File: config.mk
export PLATFORM = sky130hd
export DESIGN_NAME = dpm_top
export DESIGN_NICKNAME = d
export VERILOG_FILES = /design/src/logic/dpm_pkg.sv /design/src/logic/dpm_top.sv
export SDC_FILE = /design/constraint.sdc
export NUM_CORES = 1
export LEC_CHECK = 0
export BUFFER_PORTS_ARGS = -buffer_cell sky130_fd_sc_hd__buf_2
export CORE_ASPECT_RATIO = 1.1
export CORE_UTILIZATION = 45
export DETAILED_ROUTE_END_ITERATION = 10
export PLACE_DENSITY_LB_ADDON = 0.12
export SLEW_MARGIN = 40
export SYNTH_ARGS = -nofsm -noshare
export SYNTH_HDL_FRONTEND = slang
export SYNTH_SLANG_ARGS = --single-unit
File: constraint.sdc
create_clock -name clock -period 4.7 [get_ports clock]
set_input_delay 0.705 -clock clock [delete_from_list [all_inputs] [get_ports clock]]
set_output_delay 0.705 -clock clock [all_outputs]
set_load 0.01 [all_outputs]
File: src/logic/dpm_pkg.sv
// Constants, register map and carrier types for the dual PWM mode/trigger block.
// Assumes a 32-bit APB master and a single 10 MHz clock.
package dpm_pkg;
    localparam int CLK_HZ = 10_000_000;
    localparam int CNT_W  = 16;
    // Register byte offsets
    localparam logic [7:0] OFF_CFG_A   = 8'h00;
    localparam logic [7:0] OFF_CFG_B   = 8'h04;
    localparam logic [7:0] OFF_MODE    = 8'h08;
    localparam logic [7:0] OFF_PER_A   = 8'h0C;
    localparam logic [7:0] OFF_DUTY_A  = 8'h10;
    localparam logic [7:0] OFF_PER_B   = 8'h14;
    localparam logic [7:0] OFF_DUTY_B  = 8'h18;
    localparam logic [7:0] OFF_DEAD    = 8'h1C;
    localparam logic [7:0] OFF_STATUS  = 8'h20;
    localparam logic [7:0] OFF_IRQ     = 8'h24;
    localparam logic [7:0] OFF_MASK    = 8'h28;
    // Field width and positions
    localparam int CFG_W        = 7;
    localparam int MODE_COOP    = 0;
    localparam int MODE_DT      = 1;
    // Reset values
    localparam logic [15:0] PER_RST  = 16'hFFFF;
    localparam logic [15:0] DUTY_RST = 16'h7FFF;
    localparam logic [15:0] DEAD_RST = 16'h0000;
    // Start-mode field
    localparam logic [1:0] SM_SW     = 2'b00;
    localparam logic [1:0] SM_SW_LVL = 2'b01;
    localparam logic [1:0] SM_EXT    = 2'b10;
    localparam logic [1:0] SM_SW_CLR = 2'b11;
    // Per-channel control word, as written to a CFG register
    typedef struct packed {
        logic       trigger_pin_select;
        logic [1:0] trigger_edge_select;
        logic [1:0] start_mode_select;
        logic       one_shot_select;
        logic       run_control;
    } dpm_cfg_s;
    // Decoded start/stop/clear controls
    typedef struct packed {
        logic go;
        logic clr;
        logic start;
        logic stop;
    } dpm_ctl_s;
endpackage

File: src/logic/dpm_top.sv
// Dual PWM channel pair with mode selection and start/stop/clear trigger control.
// Assumes an APB master on clock and asynchronous trigger pins.
//
// Operation
// Standalone repeat mode runs each channel on its own, period after period.
// Standalone one-shot mode stops each channel after a single period; in start mode 01 an active trigger level keeps the channel running.
// Cooperation without dead time shares one period; each channel keeps its own duty.
// Cooperation with one-shot stops both channels after one period; in start mode 01 an active trigger level keeps both running.
// Cooperation with dead time leaves an interval where both outputs are off.
// Start mode 00 uses only the run bit; triggers are ignored.
// Start mode 01 starts on the active trigger level, stops on the other; run bit also works.
// Start mode 01 with edge field 11 ignores the trigger; only the run bit acts.
// Start mode 10 starts on one edge and stops and clears on the other.
// Start mode 10 with edge field 00 keeps the channel idle.
// Start mode 11 uses the run bit and clears on the selected trigger edges.
// The pin select bit picks which trigger pin drives hardware control.
// In cooperation the first channel's settings govern both channels.
// The selected trigger is synchronised before any level or edge detection.
//
// Chosen here: the APB interface to the registers and the register addresses.
`timescale 1ns/1ps
`default_nettype none
module dpm_top
    import dpm_pkg::*;
#(
    parameter int W = dpm_pkg::CNT_W
) (
    input  wire logic        clock,
    input  wire logic        rstn,
    input  wire logic        psel,
    input  wire logic        penable,
    input  wire logic        pwrite,
    input  wire logic [7:0]  paddr,
    input  wire logic [31:0] pwdata,
    output logic      [31:0] prdata,
    output logic             pready,
    output logic             pslverr,
    input  wire logic        trigger_input_a,
    input  wire logic        trigger_input_b,
    output logic             pwm_channel_a,
    output logic             pwm_channel_b,
    output logic             irq
);
    import dpm_pkg::*;

    dpm_cfg_s         cfg [2];
    logic     [W-1:0] per [2];
    logic     [W-1:0] duty [2];
    logic     [W-1:0] cnt [2];
    logic     [W-1:0] dead;
    logic             coop, dt_en;
    logic       [1:0] hw_run, running, irq_stat, irq_mask;
    logic       [1:0] trig_s1, trig_s2, lvl_q;
    logic       [1:0] wrap, done, rise, fall, lvl;
    dpm_cfg_s         eff [2];
    dpm_ctl_s         ctl [2];
    logic     [W-1:0] eff_per [2];
    logic     [W-1:0] next_cnt [2];
    logic       [2:0] sync_fill;

    // Start/stop/clear decode for one channel
    function automatic dpm_ctl_s ctl_decode(dpm_cfg_s c, logic l, logic r, logic f, logic hr);
        dpm_ctl_s o;
        o = '0;
        unique case (c.start_mode_select)
            SM_SW: o.go = c.run_control;
            SM_SW_LVL: begin
                unique case (c.trigger_edge_select)
                    2'b01:   o.go = c.run_control | l;
                    2'b10:   o.go = c.run_control | ~l;
                    default: o.go = c.run_control;
                endcase
            end
            SM_EXT: begin
                if (c.trigger_edge_select == 2'b01) begin
                    o.start = r;
                    o.stop  = f;
                end else if (c.trigger_edge_select == 2'b10) begin
                    o.start = f;
                    o.stop  = r;
                end
                o.clr = o.stop;
                o.go  = (c.trigger_edge_select == 2'b01 || c.trigger_edge_select == 2'b10)
                        && hr && !o.stop;
            end
            SM_SW_CLR: begin
                o.go  = c.run_control;
                o.clr = (c.trigger_edge_select[0] & f) | (c.trigger_edge_select[1] & r);
            end
        endcase
        return o;
    endfunction

    // APB decode
    wire       setup    = psel & ~penable;
    wire       wr_en    = psel & penable & pready & pwrite;
    wire       rd_done  = psel & penable & pready & ~pwrite;
    wire       hit_a    = paddr == OFF_CFG_A;
    wire       hit_b    = paddr == OFF_CFG_B;
    wire [1:0] hit_cfg  = {hit_b, hit_a};
    wire [1:0] hit_per  = {paddr == OFF_PER_B, paddr == OFF_PER_A};
    wire [1:0] hit_duty = {paddr == OFF_DUTY_B, paddr == OFF_DUTY_A};
    wire       hit_irq  = paddr == OFF_IRQ;
    wire       mapped   = (paddr[1:0] == 2'b00) && (paddr <= OFF_MASK);
    wire       irq_rc   = rd_done & hit_irq;
    // A read clears only the bits it returned; an event in the read window survives
    wire [1:0] next_irq_stat = (irq_rc ? irq_stat & ~prdata[1:0] : irq_stat) | wrap;

    logic [31:0] rd_mux;
    always_comb begin
        rd_mux = '0;
        unique case (paddr)
            OFF_CFG_A:  rd_mux[CFG_W-1:0] = cfg[0];
            OFF_CFG_B:  rd_mux[CFG_W-1:0] = cfg[1];
            OFF_MODE:   rd_mux[1:0] = {dt_en, coop};
            OFF_PER_A:  rd_mux[W-1:0] = per[0];
            OFF_DUTY_A: rd_mux[W-1:0] = duty[0];
            OFF_PER_B:  rd_mux[W-1:0] = per[1];
            OFF_DUTY_B: rd_mux[W-1:0] = duty[1];
            OFF_DEAD:   rd_mux[W-1:0] = dead;
            OFF_STATUS: rd_mux[3:0] = {hw_run, running};
            OFF_IRQ:    rd_mux[1:0] = irq_stat;
            OFF_MASK:   rd_mux[1:0] = irq_mask;
            default:    rd_mux = '0;
        endcase
    end

    always_ff @(posedge clock or negedge rstn) begin
        if (!rstn) begin
            pready  <= 1'b0;
            pslverr <= 1'b0;
            prdata  <= '0;
        end else begin
            pready  <= setup;
            pslverr <= setup & ~mapped;
            prdata  <= setup ? rd_mux : 32'h0000_0000;
        end
    end

    always_ff @(posedge clock or negedge rstn) begin
        if (!rstn) begin
            coop     <= 1'b0;
            dt_en    <= 1'b0;
            dead     <= DEAD_RST;
            irq_mask <= 2'b00;
            irq_stat <= 2'b00;
            irq      <= 1'b0;
        end else begin
            if (wr_en && paddr == OFF_MODE) begin
                coop  <= pwdata[MODE_COOP];
                dt_en <= pwdata[MODE_DT];
            end
            if (wr_en && paddr == OFF_DEAD)
                dead <= pwdata[W-1:0];
            if (wr_en && paddr == OFF_MASK)
                irq_mask <= pwdata[1:0];
            irq_stat <= next_irq_stat;
            irq      <= |(next_irq_stat & irq_mask);
        end
    end

    // Trigger pin synchronisers
    always_ff @(posedge clock or negedge rstn) begin
        if (!rstn) begin
            trig_s1   <= 2'b00;
            trig_s2   <= 2'b00;
            sync_fill <= 3'b000;
        end else begin
            trig_s1   <= {trigger_input_b, trigger_input_a};
            trig_s2   <= trig_s1;
            sync_fill <= {sync_fill[1:0], 1'b1};
        end
    end

    // Channel b follows channel a settings in cooperation
    assign eff[0]     = cfg[0];
    assign eff[1]     = coop ? cfg[0] : cfg[1];
    assign eff_per[0] = per[0];
    assign eff_per[1] = coop ? per[0] : per[1];

    for (genvar n = 0; n < 2; n++) begin : g_ch
        wire rst_run = done[n] & ~(coop & (n == 1));
        assign lvl[n]  = eff[n].trigger_pin_select ? trig_s2[1] : trig_s2[0];
        // Edges count only once the synchroniser and lvl_q hold real pin levels
        assign rise[n] = sync_fill[2] & lvl[n] & ~lvl_q[n];
        assign fall[n] = sync_fill[2] & ~lvl[n] & lvl_q[n];
        assign ctl[n]  = ctl_decode(eff[n], lvl[n], rise[n], fall[n],
                                    coop ? hw_run[0] : hw_run[n]);
        assign wrap[n] = ctl[n].go && !ctl[n].clr && cnt[n] >= eff_per[n];
        assign done[n] = wrap[n] & eff[n].one_shot_select;
        assign next_cnt[n] = (ctl[n].clr || wrap[n]) ? '0
                           : ctl[n].go ? cnt[n] + 1'b1 : cnt[n];

        always_ff @(posedge clock or negedge rstn) begin
            if (!rstn) begin
                cfg[n]     <= '0;
                per[n]     <= PER_RST;
                duty[n]    <= DUTY_RST;
                cnt[n]     <= '0;
                lvl_q[n]   <= 1'b0;
                hw_run[n]  <= 1'b0;
                running[n] <= 1'b0;
            end else begin
                lvl_q[n]   <= lvl[n];
                running[n] <= ctl[n].go;
                if (wr_en && hit_cfg[n])
                    cfg[n] <= dpm_cfg_s'(pwdata[CFG_W-1:0]);
                else if (rst_run)
                    cfg[n].run_control <= 1'b0;
                if (wr_en && hit_per[n])
                    per[n] <= pwdata[W-1:0];
                if (wr_en && hit_duty[n])
                    duty[n] <= pwdata[W-1:0];
                if (ctl[n].start)
                    hw_run[n] <= 1'b1;
                else if (ctl[n].stop || done[n])
                    hw_run[n] <= 1'b0;
                // Channel b takes channel a's count in cooperation
                cnt[n] <= (coop && n == 1) ? next_cnt[0] : next_cnt[n];
            end
        end
    end

    // Output shaping; dead time opens a gap after each falling edge of channel a and of channel b
    wire [W:0] b_edge   = {1'b0, duty[0]} + {1'b0, dead};
    wire       dt_mode  = coop & dt_en;
    wire       a_std    = cnt[0] <= duty[0];
    wire       b_std    = cnt[1] <= duty[1];
    wire       a_dt     = (cnt[0] >= dead) && a_std;
    wire       b_dt     = {1'b0, cnt[0]} > b_edge;
    wire       next_a   = ctl[0].go & (dt_mode ? a_dt : a_std);
    wire       next_b   = ctl[1].go & (dt_mode ? b_dt : b_std);

    always_ff @(posedge clock or negedge rstn) begin
        if (!rstn) begin
            pwm_channel_a <= 1'b0;
            pwm_channel_b <= 1'b0;
        end else begin
            pwm_channel_a <= next_a;
            pwm_channel_b <= next_b;
        end
    end
endmodule
`default_nettype wire

==> Yosys cells after proc, flatten, opt, wreduce, memory -nomap -nowiden <==
Index checks and enable logic that the tools add are counted.
{ "totals": {"register_bits": 166, "latchBits": 0, "ram_bits": 0, "romBits": 0, "input_bits": 47, "out_inout_bits": 37, "mem_count": 0} }
{ "op_classes": {"add_sub_neg": 3, "n_mul": 0, "n_div": 0, "order_cmp": 7, "n_eq_ne": 20, "shifts": 0, "n_mux": 40, "bitwise_logic": 43, "reduce_logical": 41} }
{ "ops": {"columns": ["op", "n"], "rows": [
  ["$mux W16", 7],
  ["$ge A16 B16 Y1", 3],
  ["$pmux W9 S5", 1],
  ["$add A16 B1 Y16 const B", 2],
  ["$eq A8 B5 Y1 const B", 4],
  ["$le A16 B16 Y1", 2],
  ["$and A1 B1 Y1", 25],
  ["$eq A8 B6 Y1 const B", 3],
  ["$pmux W2 S11", 1],
  ["$pmux W3 S7", 1],
  ["$logic_and A1 B1 Y1", 19],
  ["$mux W2", 9],
  ["$add A16 B16 Y17", 1],
  ["$gt A16 B17 Y1", 1],
  ["$eq A8 B4 Y1 const B", 2],
  ["$pmux W2 S8", 1],
  ["$mux W1", 13],
  ["$eq A2 B2 Y1 const B", 6],
  ["$eq A2 B1 Y1 const B", 4],
  ["$eq A8 B3 Y1 const B", 1],
  ["$le A8 B6 Y1 const B", 1],
  ["$logic_not A8 Y1", 1],
  ["$not A1 Y1", 8],
  ["$pmux W1 S2", 4],
  ["other kinds (12)", 34]
]} }

==> Logic depth before layout (Yosys ltp) <==
Gate-level depths: netlist (run 1).
{ "logic_depth": {"ltp_word": 17, "mapped_depth": 15, "depth_no_buf": 15} }

==> Worst setup path after synthesis (run 1) <==
Ideal clock, no wire load.
{ "synth_timing": {"path_kind": "flip-flop to flip-flop", "startpoint": "reg coop", "endpoint": "reg cnt[10] in the netlist's numbering", "arrival_ns": 3.675, "required_ns": 4.559, "slack_ns": 0.884, "stages_incl_launch_ff": 14, "n_path_buf": 4, "synth_period_minus_slack_ns": 3.816, "cell_sequence": "dfrtp_1 buf_2 buf_1 clkbuf_1 mux2i_1 ha_1 nand2_1 o21ai_0 a21oi_1 o311ai_1 clkbuf_1 o31ai_1 a22oi_1 o22ai_1"} }
{ "synth_via": {"elab_chain_len": 15, "elab_cells_between_ends": 39} }
{ "synth_rtl": {"columns": ["element", "line", "source"], "rows": [
  ["start, declared", "dpm_top.sv:51", "logic coop, dt_en;"],
  ["start signal, assigned", "dpm_top.sv:150", "coop <= pwdata[MODE_COOP];"],
  ["$mux W7", "dpm_top.sv:177", "assign eff[1] = coop ? cfg[0] : cfg[1];"],
  ["$mux W1", "dpm_top.sv:183", "assign lvl[n] = eff[n].trigger_pin_select ? trig_s2[1] : trig_s2[0];"],
  ["$and A1 B1 Y1 / $not A1 Y1 (equally long branches)", "dpm_top.sv:185, dpm_top.sv:70, dpm_top.sv:186", null],
  ["$and A1 B1 Y1 (on tied branches)", "dpm_top.sv:185, dpm_top.sv:186", null],
  ["$mux W2 / $and A1 B1 Y1 (equally long branches)", "dpm_top.sv:78, dpm_top.sv:186", null],
  ["$mux W2", "dpm_top.sv:75", "if (c.trigger_edge_select == 2'b01) begin"],
  ["$mux W2", "dpm_top.sv:65", "unique case (c.start_mode_select)"],
  ["$logic_not A1 Y1", "dpm_top.sv:84", "&& hr && !o.stop;"],
  ["$logic_and A1 B1 Y1", "dpm_top.sv:84", null],
  ["$pmux W1 S3", "dpm_top.sv:65", null],
  ["$logic_and A1 B1 Y1 (2 in a row)", "dpm_top.sv:189", "assign wrap[n] = ctl[n].go && !ctl[n].clr && cnt[n] >= eff_per[n];"],
  ["$logic_or A1 B1 Y1", "dpm_top.sv:191", "assign next_cnt[n] = (ctl[n].clr || wrap[n]) ? '0"],
  ["$mux W16", "dpm_top.sv:191", null],
  ["$mux W16", "dpm_top.sv:219", "cnt[n] <= (coop && n == 1) ? next_cnt[0] : next_cnt[n];"],
  ["end signal, assigned by index", "dpm_top.sv:219", null],
  ["end, declared", "dpm_top.sv:49", "logic [W-1:0] cnt [2];"]
]} }
Parallel ways exist; a longest one is shown, timed or not. The select of a mux whose other input is x is not followed.
A chain may end at the register's enable or synchronous reset.

==> Final worst setup path (run 1) <==
{ "layout_timing": {"startpoint": "reg duty[22] in the netlist's numbering", "endpoint": "reg pwm_channel_b"} }
{ "layout_via": {"elab_chain_len": 4} }
{ "layout_rtl": {"columns": ["element", "line", "source"], "rows": [
  ["start, declared", "dpm_top.sv:48", "logic [W-1:0] duty [2];"],
  ["start signal, assigned by index", "dpm_top.sv:213", "duty[n] <= pwdata[W-1:0];"],
  ["$add A16 B16 Y17", "dpm_top.sv:225", "wire [W:0] b_edge = {1'b0, duty[0]} + {1'b0, dead};"],
  ["$gt A16 B17 Y1", "dpm_top.sv:230", "wire b_dt = {1'b0, cnt[0]} > b_edge;"],
  ["$mux W1", "dpm_top.sv:232", "wire next_b = ctl[1].go & (dt_mode ? b_dt : b_std);"],
  ["$and A1 B1 Y1", "dpm_top.sv:232", null],
  ["net next_b", "dpm_top.sv:232", null],
  ["end signal, assigned", "dpm_top.sv:240", "pwm_channel_b <= next_b;"],
  ["end, declared", "dpm_top.sv:41", "output logic pwm_channel_b,"]
]} }
The timed path passes the listed nets, and every way through them passes these cells.

==> results.ini, run 1 <==
[cells_and_area]
postLayoutCellArea_mm2=0.0123
synthToLayoutAreaGrowth_pct=10.8
drive_gt1_share_pct=22.4
final_nets=1340
diodes=0
n_fill_cell=2224
fin_util_pct=51.4

[synthesis]
synth-edff-count=0
synth_flop_cell=dfrtp_1
netlist.area_leader.share_pct=23.5
seq_area_frac_synth_pct=38.1
synthSimpleGateAreaFrac_pct=12.5
synth_compound_area_share_pct=16.3
synthCells=1113
async_flop_share_pct=100
synth_area_mm2=0.0111
yosysMostFrequentCell=ha_1
synth-seq-cells=166
ys_types=71
synth_top_family_by_area=compound AO/OA/AOI/OAI gates
synth_top_cells_by_area=dfrtp_1, dfstp_2, ha_1
yosysTopAreaCell=dfrtp_1
yosysWarnings=0
synthTopCellsByCount=ha_1, dfrtp_1, inv_1
avgSynthCellArea_um2=9.97
synth_fa_ha_area_share_pct=14.2
muxShareOfSynthArea_pct=11.3
synthXorXnorAreaFrac_pct=2.29

[global_routing]
grt_use_met1_pct=34.6
grt-ovfl-total=0
top_usage_layer=met2
antenna_found_initial=0
met3_usage_pct=3.81
grt_first_pass_wirelength_um=49700
grt_use_total_pct=26.3
grt_util_met2_pct=43.8
grt_max_degree=94
grt_pass1_vias=8779

[floorplan]
coreArea_mm2=0.0239
start_util_pct=46.4
die_area_mm2=0.0253
rows=59
io_pins=84
die_x_um=152
die_h_um=167

[worst_setup_path]
r2r_end=pwm_channel_b
crit_family=compound AO/OA/AOI/OAI gates
cp.buffers_inverters=0
worstPathArrival_ns=4.04
critPathSlowestCell=dfstp_2
critical_path.max_fanout=4
crit_path_end_kind=register
rr_worst_depth=14
crit_type=reg -> reg
worstPathRequired_ns=5.01
cp-start-kind=register
crit_chain=ha_1 -> a2111oi_0 -> o211ai_1 -> a41oi_1 -> o21bai_1 -> a21oi_1 -> xor2_1 -> ha_1 -> and4_1 -> nand4_1 -> nor4_1 -> nor4_1 -> nand4_1 -> o21ai_0
r2r_slack_ns=0.98
r2r_start=duty[22]
critPathLaunch=duty[22]
slowest_delay_ns=0.58

[clocking]
post_cts_resized=0
cts.sinks=166
clockBufferDepth=2
path_clk_slew_ns=0.07
ctsHoldBuffers=0
htree_levels=4
cts_inserted_buffers=17
cts_setup_buffers=0
cts_tree=built
clk_latency_ns=0.44
clockRootBuffer=clkbuf_16

[place]
gp_congestion=0.939
dp_hpwl_um=23500
portBuffers=51
placed_area_mm2=0.0117

[sta]
maxSlewHeadroom_pct=44.3
max_freq_mhz=268
tns_ns=0
holdWs_ns=0.276
fin_crit_sh_pct=79.2
rsz0062_at_grt=no
setup_viol=0
drv_slew=0
clock_skew_ns=0.0158
worst_pin_slew_ns=0.833
final_hold_viol_count=0
fin_crit_ns=3.72

[power]
totalPowerFinal_mw=3.00
power.leakage_nw=5.69
peakVddDrop_mv=0.200
power_density_mw_per_mm2=244

[detailed_routing]
postRouteAntennaNets=0
via_per_inst=5.91
first_pass_iters=6
drcViolationCount=0
wl_per_cell_um=21.3
first_iter_violations=593
wl_um=31700
vias=8786

[status]
status=finished clean

[min_path]
hold_class=in -> async

[run]
drv_cap=0

-- worst max-delay path by stage --
stage                         end  slack [ns]  cells after the start
floorplan                 cnt[10]        0.88                     13
detailed placement  pwm_channel_b        1.00                     14
global placement    pwm_channel_b        1.01                     14
global route        pwm_channel_b        0.74                     14
finish              pwm_channel_b        0.98                     14
CTS                 pwm_channel_b        0.99                     14
-- power by group --
part	switching (mW)	total, mW	internal, mW
registers	0.0115	1.46	1.44
logic	0.104	0.151	0.0471
clock network	0.638	1.39	0.754
-- per-stage QoR --
step,std cells,worst slack (ns)
after global placement,1454,1.01
after floorplan,1128,0.884
after global routing,1486,0.743
after CTS,1486,0.993
final,1486,0.976
after detailed placement,1454,1.00
-- registers in the layout (all words and copies together) (netlist names), 3 cells and up --
register	cells
duty	32
cnt	32
per	16
sync_fill	3
dead	16
prdata	16
cfg	14
eff_per	16
-- layer usage --
| metal | wire length [µm] | vias up |
|---|---|---|
| li1 | - | 4178 |
| met1 | 14200 | 4329 |
| met2 | 15400 | 235 |
| met3 | 1210 | 44 |
| met4 | 823 | 0 |
| met5 | 0 | - |
-- cell type report --
| cell class | instances | area [µm²] | share of cell area [%] |
|---|---|---|---|
| clock buffer | 20 | 447 | 3.63 |
| timing repair buffer | 67 | 410 | 3.34 |
| clock inverter | 12 | 120 | 0.977 |
| tap | 305 | 382 | 3.10 |
| sequential | 166 | 4230 | 34.4 |
| inverter | 91 | 342 | 2.78 |
| multi-input combinational | 825 | 6360 | 51.7 |
-- kinds of logic after synthesis --
| family | after synthesis |
|---|---|
| compound gates | 268 |
| flops | 166 |
| xor+xnor | 29 |
| other cells | 2 |
| simple gates | 272 |
| fa+ha+maj | 125 |
| mux | 114 |
| buf+inv | 137 |
-- placed cells by master, fill, tap and decap left out, types with 6 or more instances in the layout --
| master | n |
|---|---|
| clkbuf_16 | 17 |
| o31ai_1 | 16 |
| a211oi_1 | 7 |
| dfrtp_1 | 104 |
| nand2_1 | 85 |
| xor2_1 | 23 |
| nand4_1 | 21 |
| nor3_1 | 16 |
| nor4_1 | 6 |
| a21oi_1 | 47 |
| and2_1 | 7 |
| nand2b_1 | 8 |
| o21a_1 | 13 |
| ha_1 | 124 |
| a21o_1 | 14 |
| and3_1 | 14 |
| o22ai_1 | 15 |
| nand3_1 | 19 |
| nor2_1 | 47 |
| a222oi_1 | 12 |
| buf_2 | 50 |
| o21ai_0 | 57 |
| inv_1 | 90 |
| mux2_2 | 86 |
| a22oi_1 | 37 |
| dfstp_2 | 62 |
| buf_4 | 14 |
| mux2i_1 | 26 |
| a31oi_1 | 11 |
| xnor2_1 | 6 |
| conb_1 | 17 |
| nor2b_1 | 14 |
No activity file was read; power rests on OpenSTA's default activity.
==> inputs of run 2 (changes only) <==
--- a/config.mk
+++ b/config.mk
@@ -5,6 +5,7 @@
 export SDC_FILE = /design/constraint.sdc
 export NUM_CORES = 1
 export LEC_CHECK = 0
+export ABC_AREA = 1
 export BUFFER_PORTS_ARGS = -buffer_cell sky130_fd_sc_hd__buf_2
 export CORE_ASPECT_RATIO = 1.1
 export CORE_UTILIZATION = 45
==> constraint.sdc (replaced) <==
create_clock -name clock -period 3.5 [get_ports clock]
set_input_delay 0.525 -clock clock [delete_from_list [all_inputs] [get_ports clock]]
set_output_delay 0.525 -clock clock [all_outputs]
set_load 0.01 [all_outputs]
==> run 2 against run 1 <==
- design area increased by 3.8%
- cell count grew 30%
- core utilization decreased by 0.90 points
- sequential power up 41%
- non-clock buffer count grew 8
- highest routed layer unchanged
- clock skew shrank 0.0052 ns
- wire length rose by 12%
- hold slack lost 0.17 ns
- synthesized cell count is 36% higher
==> results.ini, run 2 <==
[worst_setup_path]
crit_path_end_kind=register
cp-start-kind=register
r2r_start=duty[18]
critical_path.max_fanout=4  ; unchanged
worstPathArrival_ns=3.58  ; -0.46 ns
cpMostUsedCell=a21oi_1
crit_type=reg -> reg
critPathSlowestCell=dfstp_2
r2r_end=pwm_channel_b
crit_family=compound AO/OA/AOI/OAI gates
rr_worst_depth=16  ; +2
crit_chain=ha_1 -> a21oi_1 -> nand2_1 -> a21oi_1 -> o21ai_0 -> a21boi_1 -> o21ai_0 -> xnor2_1 -> ha_1 -> inv_1 -> nor3_1 -> nand4_1 -> o21ai_0 -> a21oi_1 -> a21oi_1 -> nor2_1
r2r_slack_ns=0.24  ; -0.73 ns
worstPathRequired_ns=3.82  ; -1.19 ns
cp.buffers_inverters=1  ; +1
slowest_delay_ns=0.57  ; about the same

[sta]
fin_crit_ns=3.26  ; -0.469 ns
rsz0062_at_grt=no
setup_viol=0  ; unchanged
max_freq_mhz=307  ; +14%
final_hold_viol_count=0  ; unchanged
worst_pin_slew_ns=0.816  ; -0.0168 ns
drv_slew=0  ; unchanged
fin_crit_sh_pct=93.0  ; +14 points
tns_ns=0  ; unchanged
clock_skew_ns=0.0106  ; -0.00518 ns
maxSlewHeadroom_pct=45.4  ; +1.1 points
holdWs_ns=0.108  ; -0.168 ns

[global_routing]
grt_use_total_pct=28.1  ; +1.8 points
grt_first_pass_wirelength_um=55400  ; +11%
grt_max_degree=72  ; -23%
antenna_found_initial=0  ; unchanged
grt-ovfl-total=0  ; unchanged
grt_pass1_vias=9979  ; +14%

[synthesis]
seq_area_frac_synth_pct=36.7  ; -1.5 points
synth_area_mm2=0.0115  ; +4.0%
yosysTopAreaCell=dfrtp_1
yosysMostFrequentCell=nand2_1
synth-edff-count=0  ; unchanged
synthCells=1518  ; +36%
synthTopCellsByCount=nand2_1, inv_1, o21ai_0
synth_top_cells_by_area=dfrtp_1, dfstp_2, ha_1
ys_types=47  ; -34%
synth_flop_cell=dfrtp_1
avgSynthCellArea_um2=7.60  ; -24%
async_flop_share_pct=100  ; unchanged
netlist.area_leader.share_pct=22.5  ; -0.91 points
synth-seq-cells=166  ; unchanged
yosysWarnings=0  ; unchanged

[floorplan]
io_pins=84  ; unchanged
die_area_mm2=0.0263  ; +4.0%
rows=61  ; +3.4%
start_util_pct=45.7  ; -0.70 points
die_h_um=170  ; +2.0%
die_x_um=155  ; +2.0%
coreArea_mm2=0.0253  ; +5.6%

[place]
dp_hpwl_um=26700  ; +13%
portBuffers=51  ; unchanged
gp_congestion=0.890  ; -5.3%
place_inst=1896  ; +30%

[cells_and_area]
largestRegisters=cnt x32, duty x32
layout_common_cells=nand2_1, inv_1, o21ai_0
drive_gt1_share_pct=12.5  ; -9.9 points
mostFrequentLayoutCell=nand2_1
diodes=0  ; unchanged
final_nets=1741  ; +30%
synthToLayoutAreaGrowth_pct=10.5
fin_util_pct=50.5  ; -0.90 points
fin_cells=1928  ; +30%

[clocking]
cts_setup_buffers=0  ; unchanged
htree_levels=4  ; unchanged
path_clk_slew_ns=0.08  ; about the same
clk_latency_ns=0.43  ; about the same
ctsHoldBuffers=0  ; unchanged
clockBufferDepth=2  ; unchanged
cts.sinks=166  ; unchanged
clockRootBuffer=clkbuf_16
cts_tree=built
cts_inserted_buffers=17  ; unchanged

[detailed_routing]
first_pass_iters=7  ; +1
postRouteAntennaNets=0  ; unchanged
first_iter_violations=665  ; +12%
wl_per_cell_um=18.4  ; -14%
vias=10300  ; +17%
drcViolationCount=0  ; unchanged
via_per_inst=5.34  ; -9.6%
wl_um=35500  ; +12%

[power]
peakVddDrop_mv=0.236  ; +18%
power.leakage_nw=6.07  ; +6.8%
power_density_mw_per_mm2=376  ; +54%

[run]
drv_cap=0  ; unchanged

[status]
status=finished clean

[min_path]
hold_class=in -> async

==> run 2: worst max-delay path by stage <==
stage,from,to,slack (ns),cells past startpoint
final,duty[18],pwm_channel_b,0.24,16
after global routing,duty[18],pwm_channel_b,0.03,16
after CTS,duty[18],pwm_channel_b,0.15,16
after detailed placement,duty[18],pwm_channel_b,0.16,16
after global placement,duty[16],pwm_channel_b,0.24,17
after floorplan,duty[18],pwm_channel_b,0.52,16
==> run 2: metal layers <==
layer | up-vias | global-route usage [%] | routed length, µm
met2 | 310 | 49.4 | 17200
met5 | - | 0 | 0
li1 | 5088 | - | -
met1 | 4816 | 33.7 | 15300
met4 | 0 | 14.6 | 1700
met3 | 88 | 3.41 | 1300
==> run 2: metrics by stage <==
step / power, mW / setup slack, ns / instance area [µm²]
after floorplan: 2.64 / 0.523 / 11600
after global placement: 2.89 / 0.238 / 12200
after detailed placement: 2.91 / 0.162 / 12200
after CTS: 4.83 / 0.152 / 12800
after global routing: 5.03 / 0.0319 / 12800
final: 4.79 / 0.244 / 12800
==> run 2: worst register-to-register path: cells and delay by family, from the launching register on <==
family / cells / cell delay, ns
AOI/OAI and AO/OA: 8 / 1.32
xor gates and xnor gates: 1 / 0.15
adders and majority gates: 2 / 0.56
buffers and inverters: 1 / 0.05
DFF: 1 / 0.57
and+or+nand+nor: 4 / 0.52
==> run 2: logic make-up after synthesis <==
| kind of cell | Yosys count | share of synthesized area [%] |
|---|---|---|
| adder cells (fa/ha/maj) | 125 | 13.6 |
| other | 2 | 0.0651 |
| AND/OR/NAND/NOR | 632 | 23.1 |
| flip-flops | 166 | 36.7 |
| XOR/XNOR | 38 | 2.88 |
| buffers and inverters | 262 | 9.44 |
| AO/OA/AOI/OAI | 293 | 14.3 |
==> run 2: power by group <==
group	total, mW	internal [mW]	switching [mW]
Clock	1.91	1.05	0.863
Sequential	2.06	1.96	0.0986
Combinational	0.819	0.306	0.513
Total	4.79	3.32	1.47
==> run 2: timing repair <==
| action | in CTS | in global routing |
|---|---|---|
| hold endpoints to repair | 0 | 0 |
| gates resized for setup | 0 | 3 |
| setup endpoints to repair | 0 | 3 |
==> run 2: cell type report <==
| cell class | instances | area (µm²) |
|---|---|---|
| fill | 2528 | 12500 |
| multi-input combinational | 1105 | 6280 |
| sequential | 166 | 4240 |
| inverter | 204 | 766 |
| clock buffer | 20 | 467 |
| timing repair buffer | 75 | 454 |
| tap | 346 | 433 |
| clock inverter | 12 | 118 |
